[config.mk]
export PLATFORM = sky130hd
export DESIGN_NAME = pcba_port_cfg
export DESIGN_NICKNAME = d
export VERILOG_FILES = /design/src/pcba_alias_reg.v /design/src/pcba_port_cfg.v
export VERILOG_INCLUDE_DIRS = /design/src
export SDC_FILE = /design/constraint.sdc
export NUM_CORES = 1
export LEC_CHECK = 0
export BUFFER_PORTS_ARGS = -buffer_cell sky130_fd_sc_hd__buf_2
export CORE_MARGIN = 2
export CORE_UTILIZATION = 30
export DETAILED_ROUTE_END_ITERATION = 8
export GPL_TIMING_DRIVEN = 0
export PLACE_DENSITY = 0.49
export SLEW_MARGIN = 20
export SYNTH_ARGS = -nofsm -noshare
export SYNTH_HDL_FRONTEND = slang
export SYNTH_SLANG_ARGS = --single-unit
[constraint.sdc]
create_clock -name pclk -period 2.8 [get_ports pclk]
set_clock_uncertainty 0.15 [all_clocks]
set_input_delay 0.28 -clock pclk [delete_from_list [all_inputs] [get_ports pclk]]
set_output_delay 0.28 -clock pclk [all_outputs]
set_load 0.02 [all_outputs]
[src/pcba_consts.vh]
// Register map, field positions and reset values of the port configuration block
`ifndef PCBA_CONSTS_VH
`define PCBA_CONSTS_VH

// ==========================================================================
// Register byte offsets
`define PCBA_OFS_P9_OD        12'h000
`define PCBA_OFS_P9_OD_HI     12'h004
`define PCBA_OFS_DL_LATCH     12'h008
`define PCBA_OFS_DL_LATCH_HI  12'h00C
`define PCBA_OFS_DL_DIR       12'h010
`define PCBA_OFS_DL_DIR_HI    12'h014
`define PCBA_OFS_DL_FSEL      12'h018
`define PCBA_OFS_DL_FSEL_HI   12'h01C
`define PCBA_OFS_P9_FCTRL     12'h020
`define PCBA_OFS_P9_FEXT      12'h024
`define PCBA_OFS_BUS_CFG      12'h028
`define PCBA_OFS_SHARED_CFG   12'h02C
`define PCBA_OFS_STATUS       12'h030
`define PCBA_OFS_DL_PINS      12'h034

// ==========================================================================
// Reset values
`define PCBA_RST_P9_OD        16'h0000
`define PCBA_RST_DL_LATCH     16'h0000
`define PCBA_RST_DL_DIR       16'hFFFF
`define PCBA_RST_DL_FSEL      16'h0000
`define PCBA_RST_P9_FCTRL     16'h0000
`define PCBA_RST_P9_FEXT      16'h0000

// ==========================================================================
// Field positions
`define PCBA_BUS_SEP_BIT      8
`define PCBA_SH_FALL_BIT      0
`define PCBA_SH_RISE_BIT      1
`define PCBA_SH_RX0EN_BIT     2
`define PCBA_ST_RX1_KR_BIT    0
`define PCBA_ST_UPPER_AD_BIT  1
`define PCBA_ST_IRQ7_RX0_BIT  2
`define PCBA_P9_SHARED_BIT    1
`define PCBA_BUS_SIZE_8BIT    8'h00

`endif

[src/pcba_alias_reg.v]
// Control register with full-width access and a high-byte alias
`timescale 1ns/10ps
`default_nettype none

module pcba_alias_reg #(
  parameter [15:0] RESET_VALUE = 16'h0000
) (
  // Clock and reset
  input  wire        pclk,
  input  wire        presetn,
  // Write requests
  input  wire        wr_full,
  input  wire        wr_high,
  input  wire [1:0]  strb,
  input  wire [15:0] wdata,
  // Stored value
  output reg  [15:0] q
);

  always @(posedge pclk or negedge presetn) begin
    if (!presetn) begin
      q <= RESET_VALUE;
    end else if (wr_full) begin
      if (strb[0]) begin
        q[7:0] <= wdata[7:0];
      end
      if (strb[1]) begin
        q[15:8] <= wdata[15:8];
      end
    end else if (wr_high && strb[0]) begin
      // Alias lane 0 lands in the upper byte; lower byte untouched
      q[15:8] <= wdata[7:0];
    end
  end

endmodule

`default_nettype wire

[src/pcba_port_cfg.v]
// Port 9 and data port configuration with byte aliases and shared-pin routing
// Notes on behaviour
// Never enable serial1 receive and key return together
// Key return: function bit 1, extension bit 0
// Pulled-up port 9 outputs need open-drain set
// Port 9 open-drain upper byte has alias
// Data port latch upper byte has alias
// Data port direction upper byte has alias
// Data port function-select upper byte has alias
// Separate 8-bit bus: no alternate upper pins
// Serial0 use: clear interrupt 7 edge enables
// Interrupt 7 use: clear serial0 receive enable
// Alias writes touch only upper byte
`timescale 1ns/10ps
`default_nettype none
`include "pcba_consts.vh"

module pcba_port_cfg (
  // Clock and reset
  input  wire        pclk,
  input  wire        presetn,
  // APB slave
  input  wire        psel,
  input  wire        penable,
  input  wire        pwrite,
  input  wire [11:0] paddr,
  input  wire [31:0] pwdata,
  input  wire [3:0]  pstrb,
  output reg  [31:0] prdata,
  output reg         pready,
  output reg         pslverr,
  // Port 9 output stage
  input  wire [15:0] p9_port_data,
  input  wire [15:0] p9_port_drive,
  input  wire [15:0] p9_pin_in,
  output reg  [15:0] p9_pin_out,
  output reg  [15:0] p9_pin_oe,
  // Shared port 9 pin consumers
  output reg         serial1_receive_in,
  output reg         key_return_in_7,
  // Data port pins
  input  wire [15:0] dl_pin_in,
  output reg  [15:0] dl_pin_out,
  output reg  [15:0] dl_pin_oe,
  // Bus controller alternate function
  input  wire [15:0] ad_alt_out,
  input  wire [15:0] ad_alt_oe,
  output reg  [15:0] ad_alt_in,
  // External interrupt 7 and serial 0 shared pin
  input  wire        irq7_rx0_pin_in,
  output reg         serial0_receive_in,
  output reg         external_interrupt_7,
  output reg         ext_irq7_falling_enable,
  output reg         ext_irq7_rising_enable,
  output reg         serial0_receive_enable
);

  // ========================================================================
  // APB handshake
  // One wait state: pready rises in the second access cycle, and writes
  // commit on the edge that sees pready high.
  wire        access   = psel && penable;
  wire        commit   = access && pready;
  wire        wr_cycle = commit && pwrite;

  wire        hit_od      = (paddr == `PCBA_OFS_P9_OD);
  wire        hit_od_hi   = (paddr == `PCBA_OFS_P9_OD_HI);
  wire        hit_lat     = (paddr == `PCBA_OFS_DL_LATCH);
  wire        hit_lat_hi  = (paddr == `PCBA_OFS_DL_LATCH_HI);
  wire        hit_dir     = (paddr == `PCBA_OFS_DL_DIR);
  wire        hit_dir_hi  = (paddr == `PCBA_OFS_DL_DIR_HI);
  wire        hit_fsel    = (paddr == `PCBA_OFS_DL_FSEL);
  wire        hit_fsel_hi = (paddr == `PCBA_OFS_DL_FSEL_HI);
  wire        hit_fctrl   = (paddr == `PCBA_OFS_P9_FCTRL);
  wire        hit_fext    = (paddr == `PCBA_OFS_P9_FEXT);
  wire        hit_bus     = (paddr == `PCBA_OFS_BUS_CFG);
  wire        hit_shared  = (paddr == `PCBA_OFS_SHARED_CFG);
  wire        hit_status  = (paddr == `PCBA_OFS_STATUS);
  wire        hit_pins    = (paddr == `PCBA_OFS_DL_PINS);

  // ========================================================================
  // 16-bit registers; the first four have a high-byte alias
  wire [15:0] port9_open_drain_select;
  wire [15:0] data_port_output_latch;
  wire [15:0] data_port_direction;
  wire [15:0] data_port_function_select;
  wire [15:0] port9_function_ctrl;
  wire [15:0] port9_function_ext;


  pcba_alias_reg #(.RESET_VALUE(`PCBA_RST_P9_OD)) u_p9_od (
    .pclk    (pclk),
    .presetn (presetn),
    .wr_full (wr_cycle && hit_od),
    .wr_high (wr_cycle && hit_od_hi),
    .strb    (pstrb[1:0]),
    .wdata   (pwdata[15:0]),
    .q       (port9_open_drain_select)
  );


  pcba_alias_reg #(.RESET_VALUE(`PCBA_RST_DL_LATCH)) u_dl_lat (
    .pclk    (pclk),
    .presetn (presetn),
    .wr_full (wr_cycle && hit_lat),
    .wr_high (wr_cycle && hit_lat_hi),
    .strb    (pstrb[1:0]),
    .wdata   (pwdata[15:0]),
    .q       (data_port_output_latch)
  );


  pcba_alias_reg #(.RESET_VALUE(`PCBA_RST_DL_DIR)) u_dl_dir (
    .pclk    (pclk),
    .presetn (presetn),
    .wr_full (wr_cycle && hit_dir),
    .wr_high (wr_cycle && hit_dir_hi),
    .strb    (pstrb[1:0]),
    .wdata   (pwdata[15:0]),
    .q       (data_port_direction)
  );


  pcba_alias_reg #(.RESET_VALUE(`PCBA_RST_DL_FSEL)) u_dl_fsel (
    .pclk    (pclk),
    .presetn (presetn),
    .wr_full (wr_cycle && hit_fsel),
    .wr_high (wr_cycle && hit_fsel_hi),
    .strb    (pstrb[1:0]),
    .wdata   (pwdata[15:0]),
    .q       (data_port_function_select)
  );

  // Function control words have no alias of their own here
  pcba_alias_reg #(.RESET_VALUE(`PCBA_RST_P9_FCTRL)) u_p9_fctrl (
    .pclk    (pclk),
    .presetn (presetn),
    .wr_full (wr_cycle && hit_fctrl),
    .wr_high (1'b0),
    .strb    (pstrb[1:0]),
    .wdata   (pwdata[15:0]),
    .q       (port9_function_ctrl)
  );

  pcba_alias_reg #(.RESET_VALUE(`PCBA_RST_P9_FEXT)) u_p9_fext (
    .pclk    (pclk),
    .presetn (presetn),
    .wr_full (wr_cycle && hit_fext),
    .wr_high (1'b0),
    .strb    (pstrb[1:0]),
    .wdata   (pwdata[15:0]),
    .q       (port9_function_ext)
  );

  // ========================================================================
  // Bus mode and shared-pin control bits
  reg         separate_bus_mode_bit;
  reg  [7:0]  bus_size_bits;

  always @(posedge pclk or negedge presetn) begin
    if (!presetn) begin
      separate_bus_mode_bit   <= 1'b0;
      bus_size_bits           <= 8'h00;
      ext_irq7_falling_enable <= 1'b0;
      ext_irq7_rising_enable  <= 1'b0;
      serial0_receive_enable  <= 1'b0;
    end else if (wr_cycle) begin
      if (hit_bus) begin
        if (pstrb[0]) begin
          bus_size_bits <= pwdata[7:0];
        end
        if (pstrb[1]) begin
          separate_bus_mode_bit <= pwdata[`PCBA_BUS_SEP_BIT];
        end
      end else if (hit_shared && pstrb[0]) begin
        ext_irq7_falling_enable <= pwdata[`PCBA_SH_FALL_BIT];
        ext_irq7_rising_enable  <= pwdata[`PCBA_SH_RISE_BIT];
        serial0_receive_enable  <= pwdata[`PCBA_SH_RX0EN_BIT];
      end
    end
  end

  // ========================================================================
  // Shared-pin selection and misuse detection
  wire        kr_bit_fc  = port9_function_ctrl[`PCBA_P9_SHARED_BIT];
  wire        kr_bit_fe  = port9_function_ext[`PCBA_P9_SHARED_BIT];
  // Both selections at once is the forbidden combination
  wire        rx1_kr_clash = kr_bit_fc && kr_bit_fe;
  // Key return only with function bit set and extension clear
  wire        kr_sel     = kr_bit_fc && !kr_bit_fe;
  wire        rx1_sel    = kr_bit_fe && !kr_bit_fc;

  // Separate 8-bit bus leaves the upper pins to the port
  wire        upper_lock = separate_bus_mode_bit &&
                           (bus_size_bits == `PCBA_BUS_SIZE_8BIT);
  wire        upper_viol = upper_lock &&
                           (data_port_function_select[15:8] != 8'h00);
  wire [15:0] fsel_eff   = upper_lock ?
                           {8'h00, data_port_function_select[7:0]} :
                           data_port_function_select;

  wire        irq7_on    = ext_irq7_falling_enable ||
                           ext_irq7_rising_enable;
  // Both users on one pin
  wire        irq7_clash = irq7_on && serial0_receive_enable;

  wire [2:0]  status_now;
  assign status_now[`PCBA_ST_RX1_KR_BIT]   = rx1_kr_clash;
  assign status_now[`PCBA_ST_UPPER_AD_BIT] = upper_viol;
  assign status_now[`PCBA_ST_IRQ7_RX0_BIT] = irq7_clash;

  // ========================================================================
  // Pin stages, all registered
  reg  [15:0] next_p9_out;
  reg  [15:0] next_p9_oe;
  reg  [15:0] next_dl_out;
  reg  [15:0] next_dl_oe;
  integer     i;

  always @* begin
    next_p9_out = 16'h0000;
    next_p9_oe  = 16'h0000;
    next_dl_out = 16'h0000;
    next_dl_oe  = 16'h0000;
    for (i = 0; i < 16; i = i + 1) begin
      // Open-drain pins only ever pull low, so a pull-up above the
      // I/O supply never fights the driver
      if (port9_open_drain_select[i]) begin
        next_p9_out[i] = 1'b0;
        next_p9_oe[i]  = p9_port_drive[i] && !p9_port_data[i];
      end else begin
        next_p9_out[i] = p9_port_data[i];
        next_p9_oe[i]  = p9_port_drive[i];
      end
      if (fsel_eff[i]) begin
        next_dl_out[i] = ad_alt_out[i];
        next_dl_oe[i]  = ad_alt_oe[i];
      end else begin
        // Direction bit 1 means input
        next_dl_out[i] = data_port_output_latch[i];
        next_dl_oe[i]  = !data_port_direction[i];
      end
    end
  end

  always @(posedge pclk or negedge presetn) begin
    if (!presetn) begin
      p9_pin_out           <= 16'h0000;
      p9_pin_oe            <= 16'h0000;
      dl_pin_out           <= 16'h0000;
      dl_pin_oe            <= 16'h0000;
      ad_alt_in            <= 16'h0000;
      serial1_receive_in   <= 1'b1;
      key_return_in_7      <= 1'b1;
      serial0_receive_in   <= 1'b1;
      external_interrupt_7 <= 1'b0;
    end else begin
      p9_pin_out <= next_p9_out;
      p9_pin_oe  <= next_p9_oe;
      dl_pin_out <= next_dl_out;
      dl_pin_oe  <= next_dl_oe;
      ad_alt_in  <= dl_pin_in & fsel_eff;
      // Idle-high when unselected, so a clash feeds neither unit
      serial1_receive_in <= rx1_sel ?
                            p9_pin_in[`PCBA_P9_SHARED_BIT] : 1'b1;
      key_return_in_7    <= kr_sel ?
                            p9_pin_in[`PCBA_P9_SHARED_BIT] : 1'b1;
      serial0_receive_in   <= serial0_receive_enable ?
                              irq7_rx0_pin_in : 1'b1;
      external_interrupt_7 <= irq7_on && irq7_rx0_pin_in;
    end
  end

  // ========================================================================
  // Read mux and answer
  reg  [31:0] next_rdata;
  reg         next_err;

  always @* begin
    next_rdata = 32'h00000000;
    next_err   = 1'b0;
    if (hit_od) begin
      next_rdata = {16'h0000, port9_open_drain_select};
    end else if (hit_od_hi) begin
      next_rdata = {24'h000000, port9_open_drain_select[15:8]};
    end else if (hit_lat) begin
      next_rdata = {16'h0000, data_port_output_latch};
    end else if (hit_lat_hi) begin
      next_rdata = {24'h000000, data_port_output_latch[15:8]};
    end else if (hit_dir) begin
      next_rdata = {16'h0000, data_port_direction};
    end else if (hit_dir_hi) begin
      next_rdata = {24'h000000, data_port_direction[15:8]};
    end else if (hit_fsel) begin
      next_rdata = {16'h0000, data_port_function_select};
    end else if (hit_fsel_hi) begin
      next_rdata = {24'h000000, data_port_function_select[15:8]};
    end else if (hit_fctrl) begin
      next_rdata = {16'h0000, port9_function_ctrl};
    end else if (hit_fext) begin
      next_rdata = {16'h0000, port9_function_ext};
    end else if (hit_bus) begin
      next_rdata = {23'h000000, separate_bus_mode_bit, bus_size_bits};
    end else if (hit_shared) begin
      next_rdata = {29'h00000000, serial0_receive_enable,
                    ext_irq7_rising_enable, ext_irq7_falling_enable};
    end else if (hit_status) begin
      next_rdata = {29'h00000000, status_now};
    end else if (hit_pins) begin
      next_rdata = {16'h0000, dl_pin_in};
    end else begin
      next_err = 1'b1;
    end
  end

  always @(posedge pclk or negedge presetn) begin
    if (!presetn) begin
      pready  <= 1'b0;
      prdata  <= 32'h00000000;
      pslverr <= 1'b0;
    end else if (access && !pready) begin
      pready  <= 1'b1;
      prdata  <= pwrite ? 32'h00000000 : next_rdata;
      pslverr <= next_err;
    end else begin
      pready  <= 1'b0;
      prdata  <= 32'h00000000;
      pslverr <= 1'b0;
    end
  end

endmodule

`default_nettype wire

Word level (Yosys, flattened, before mapping)
Cells that the tools add are included.

Equality and inequality tests: 17. Muxes and demuxes: 109. Bitwise logic cells: 2. Reductions and logical operators: 100.

Operators by type and width (count): 16-bit 2-to-1 mux (15); 1-bit 2-to-1 mux (83); 12-bit by 6-bit equality test with 1-bit output, second input constant (6); 8-bit 2-to-1 mux (9); 32-bit 2-to-1 mux (2); 12-bit by 5-bit equality test with 1-bit output, second input constant (4); 1-bit logical AND (42); 1-bit logical NOT (35); 12-bit by 4-bit equality test with 1-bit output, second input constant (2); 2-bit AND reduction (12); 16-bit bitwise AND (1); 12-bit by 3-bit equality test with 1-bit output, second input constant (1); 12-bit logical NOT (1); 3-bit AND reduction (3); 8-bit logical NOT (1); 2-bit != test, second input constant (4); 2-bit nonzero test (4); 8-bit nonzero test (1); 1-bit logical OR (1); 1-bit NOT (1).

Register bits after elaboration: 226. Bits of input ports: 150. Word-level logic and storage cells: 257.

Depth between registers and ports, before layout
Depth after elaboration: 18. Mapped depth: 8. Depth with buffers taken out: 5.

Cells and area by module
Synthesis repeated with hierarchy kept, for this count alone.

Cells, all modules: 1045. Area total of the unflattened synthesis: 11288.3 um2.

Modules (own cells, without submodules): pcba_port_cfg (instances 1, cells an instance 661, area each 6170.9 um2, seq. area each 2856.5 um2); pcba_alias_reg (u_dl_fsel ...) (instances 5, cells an instance 64, area each 849.6 um2, seq. area each 400.4 um2); pcba_alias_reg (u_dl_dir) (instances 1, cells an instance 64, area each 869.6 um2, seq. area each 420.4 um2).

Worst setup path before layout
Ideal clock, no wire load.

Path kind: in2reg. Start point: input paddr[7]. End point: register bus_size_bits[0]. Setup time: 0.125 ns. Data arrival time: 2.123 ns. Required time: 2.525 ns. Path slack: 0.403 ns. Stages: 6. Path buffers: 2. Cells stage by stage: or4_1 -> buf_6 -> or4_4 -> buf_6 -> nor2_8 -> mux2_2.

Word-level cells in the longest chain between the ends: 2.

Ends and longest elaborated chain: from (decl) (RTL line pcba_port_cfg.v:26) `input wire [11:0] paddr,`; 12-bit by 6-bit equality test with 1-bit output (no line); 3-bit AND reduction (no line); to (signal assigned) (RTL line pcba_port_cfg.v:170) `bus_size_bits <= pwdata[7:0];`; to (decl) (RTL line pcba_port_cfg.v:158) `reg [7:0] bus_size_bits;`.

Every way passes these cells. A chain may end at the register's enable or synchronous reset.

Final worst setup path
Start point: register pready. End point: register u_dl_dir.q[2].

Word-level cells in the longest chain between the ends: 4.

Ends and longest elaborated chain: from (decl) (RTL line pcba_port_cfg.v:30) `output reg pready,`; from (signal assigned) (RTL line pcba_port_cfg.v:318) `pready <= 1'b0;`; from (signal assigned) (RTL line pcba_port_cfg.v:322) `pready <= 1'b1;`; from (signal assigned) (RTL line pcba_port_cfg.v:326) `pready <= 1'b0;`; 1-bit logical AND (RTL line pcba_port_cfg.v:63) `wire commit = access && pready;`; 1-bit logical AND (RTL line pcba_port_cfg.v:64) `wire wr_cycle = commit && pwrite;`; 1-bit logical AND (RTL line pcba_port_cfg.v:116) `.wr_full (wr_cycle && hit_dir),`; 2-bit AND reduction (no line); to (signal assigned) (RTL line pcba_alias_reg.v:25) `q[7:0] <= wdata[7:0];`; to (decl) (RTL line pcba_alias_reg.v:17) `output reg [15:0] q`.

Every way passes these cells.

==> impl_metrics.yaml <==
status:
  status: "complete, but fails checks"
  violations: "setup timing"
job:
  max_cap_violations: 0
placed_design:
  place_hpwl_mm: 26.5
  gp_congestion: 0.936
  portBuffers: 218
  place_ws_ps: -883
clocking:
  cts.sinks: 210
  htreeDepth: 1
  clockBufferDepth: 3
  worst_skew_pair.late_latency_ps: 530
  tritoncts: "yes"
  cts-buffers-inserted: 25
  cts.clk_slew.worst_paths_ps: 60
  cts_root_buf: "clkbuf_16"
logic_synthesis:
  synthTopCellsByArea: "dfrtp_1 (49%), mux2_2 (11%), dfstp_2 (5.1%), mux2i_1 (5.0%), o21ai_0 (4.0%)"
  syn_inst: 869
  synth-seq-area-share: 0.537
  syn_area_per_cell_sq_um: 11.3
  synth_top_area_frac: 0.486
  synth_edf_count: 0
  syn_area_sq_mm: 0.00984
  ys_ff_latch: 210
  synthFlopType: "dfrtp_1"
  ys_types: 71
  ys_warn_count: 0
  yosys.area.top_type: "dfrtp_1"
  synthArstFlopShare: 1.00
critical_path:
  ff2ff_setup_slack_ps: -30
  cp.required_ps: 3100
  cp_top_family: "simple AND/OR/NAND/NOR gates"
  crit_path_start_kind: "flop"
  cp_cell_sequence: "nand2_1 -> nor2_1 -> nand2_1 -> nor2_2 -> mux2_2"
  max_stage_delay_ps: 770
  crit_top_cell: "nand2_1"
  end_kind: "flop"
  path_max_fanout: 8
  crit_type: "reg -> reg"
  worstPathArrival_ps: 3130
  path_buf_inv: 0
  cp_slowest_cell: "nor2_2"
timing:
  rsz0062_at_grt: "yes"
  layout_setup_ws_ps: -30.3
  whs_ps: 5.88
  period_needed_ps: 2830
  setup_viol: 8
  slew_viol_final: 0
  max_slew_margin: 0.251
  period_share: 1.01
  tightestPinTransition_ps: 1120
  max_freq_mhz: 353
  hold_viol: 0
power_and_ir_drop:
  p_clk_frac: 0.453
  switching_share: 0.246
  p_seq_frac: 0.456
  p_switching_w: 0.00166
  power.leakage_nw: 6.29
  combPwrFrac: 0.091
  internal_power_w: 0.00508
  peakVddDrop_mv: 0.367
  p_per_area_mw_per_mm2: 499
floorplan:
  core_sq_mm: 0.0325
  initial_core_util: 0.303
  die_x_um: 185
  dieArea_sq_mm: 0.0343
  ios: 271
  rows: 66
  die_height_um: 185
final_layout:
  multi_input_area_sq_mm: 0.00432
  regArea_sq_mm: 0.00528
  area_growth_syn_to_layout_pct: 37.3
  fillers: 3217
  final_nets: 1390
  layout-drive-gt1-share: 0.343
grt:
  grt_first_pass_wirelength_mm: 54.2
  grt.overflow.total: 0
  first_global_vias: 8422
  grt_max_degree: 86
  antenna_found_initial: 1
  grt_util_all_layers: 0.215
detailed_routing:
  routed_via_density: 4.99
  wirelength_mm: 36.9
  routedWlPerCell_um: 21.7
  drc_errors: 0
  drtIter0Drc: 682
  dr.pass1.iters: 6
  antenna_left: 0
  via_count: 8488
worst_hold_path:
  hold_path_class: "in -> reg"
## worst reg2reg max path, cell delays in order (launching register included)
cell and delay [ps]:
dfrtp_1 420, nand2_1 70, nor2_1 380, nand2_1 550, nor2_2 770, mux2_2 410
## power by group through the flow
stage	clock network, W	logic [W]	registers, W
after global placement	0	0.000482	0.00312
after floorplan	0	0.000176	0.00316
after CTS	0.00314	0.000610	0.00307
after detailed placement	0	0.000494	0.00312
final	0.00305	0.000611	0.00307
after global routing	0.00329	0.000665	0.00307
## cells in the final DEF (no fill, tap or decap), types with 9 or more instances in the layout
master	n
clkbuf_16	25
nor2b_1	24
clkbuf_1	36
and3_1	11
nand2b_1	16
mux2i_1	49
dfrtp_1	191
conb_1	16
inv_1	9
nor3_1	9
a21oi_1	22
nand4_1	12
dlygate4sd3_1	104
buf_2	227
a21boi_0	16
and2_1	9
mux2_2	94
dfstp_2	19
o21ai_0	78
nand3_1	13
buf_4	21
nand2_1	77
nor2_1	25
## metrics by stage
step | area, sq um | setup TNS [ps] | instances | power [W] | util
after global routing | 13500 | -1140 | 1701 | 0.00702 | 0.416
after floorplan | 9890 | 0 | 884 | 0.00333 | -
after detailed placement | 11600 | -41020 | 1546 | 0.00362 | 0.358
after global placement | 11500 | -542880 | 1544 | 0.00361 | 0.356
final | 13500 | -186 | 1701 | 0.00673 | 0.416
after CTS | 13500 | -44.2 | 1698 | 0.00681 | 0.415
## layer usage
metal  share of wire  wire length, um  track usage
met1            0.43            15800        0.292
met2            0.49            18000        0.360
met3           0.063             2310       0.0277
met4           0.021              780       0.0587
met5               0                0            0
## cells in the mapped netlist, drive strengths merged, types with 3 or more instances
cell type,n
a32oi,3
buf,32
a21boi,16
or4,5
dfstp,19
a22oi,8
a2111oi,4
o21a,4
or3b,3
nand2,77
and3,11
nand4,12
nand3,13
nor2b,24
mux2,94
nand2b,16
and2,10
and3b,3
a211oi,4
a31oi,3
a222oi,8
nor4,11
inv,9
clkbuf,28
mux2i,49
dfrtp,191
a21o,5
a21oi,22
o22ai,9
o221ai,4
or3,6
o211ai,3
o2bb2ai,7
a221oi,3
nor3,16
nor2,31
o21ai,80
## area by class of cell
class                           count  share of cell area
Sequential cell                   210               0.391
Buffer                             60              0.0233
Tap cell                          442              0.0409
Clock buffer                       37              0.0526
Antenna cell                        1            0.000185
Timing Repair Buffer              329               0.165
Clock inverter                      8             0.00371
Inverter                           10             0.00278
Multi-Input combinational cell    604               0.320
## cell families (layout without fill, tap and decap cells)
| logic type | after synthesis | in the layout | share of synthesized area |
|---|---|---|---|
| AO/OA/AOI/OAI | 198 | 198 | 0.133 |
| AND/OR/NAND/NOR | 247 | 247 | 0.137 |
| multiplexers | 143 | 143 | 0.157 |
| flip-flops | 210 | 210 | 0.537 |
| buffers and inverters | 70 | 444 | 0.0355 |
| other | 1 | 17 | 0.000381 |
## what timing repair did
action / CTS / global route
hold endpoints to repair: 187 / 0
setup endpoints to repair: 27 / 38
buffers inserted: 3 / 2
hold buffers: 104 / 0
resized for setup: 6 / 5
pin swaps: 1 / 0
## final timing paths
check | startpoint | end | cells past startpoint
worst min-delay path | pwdata[8] | u_dl_dir.q[8] | 3
worst max register to register | pready | u_dl_dir.q[2] | 5
min in group asynchronous | presetn | dl_pin_out[0] | 2
worst min register to register | u_p9_od.q[3] | p9_pin_out[3] | 1
worst max-delay path | pready | u_dl_dir.q[2] | 5
max in group asynchronous | presetn | u_dl_dir.q[4] | 3
Power figures use the tool's default switching activity.
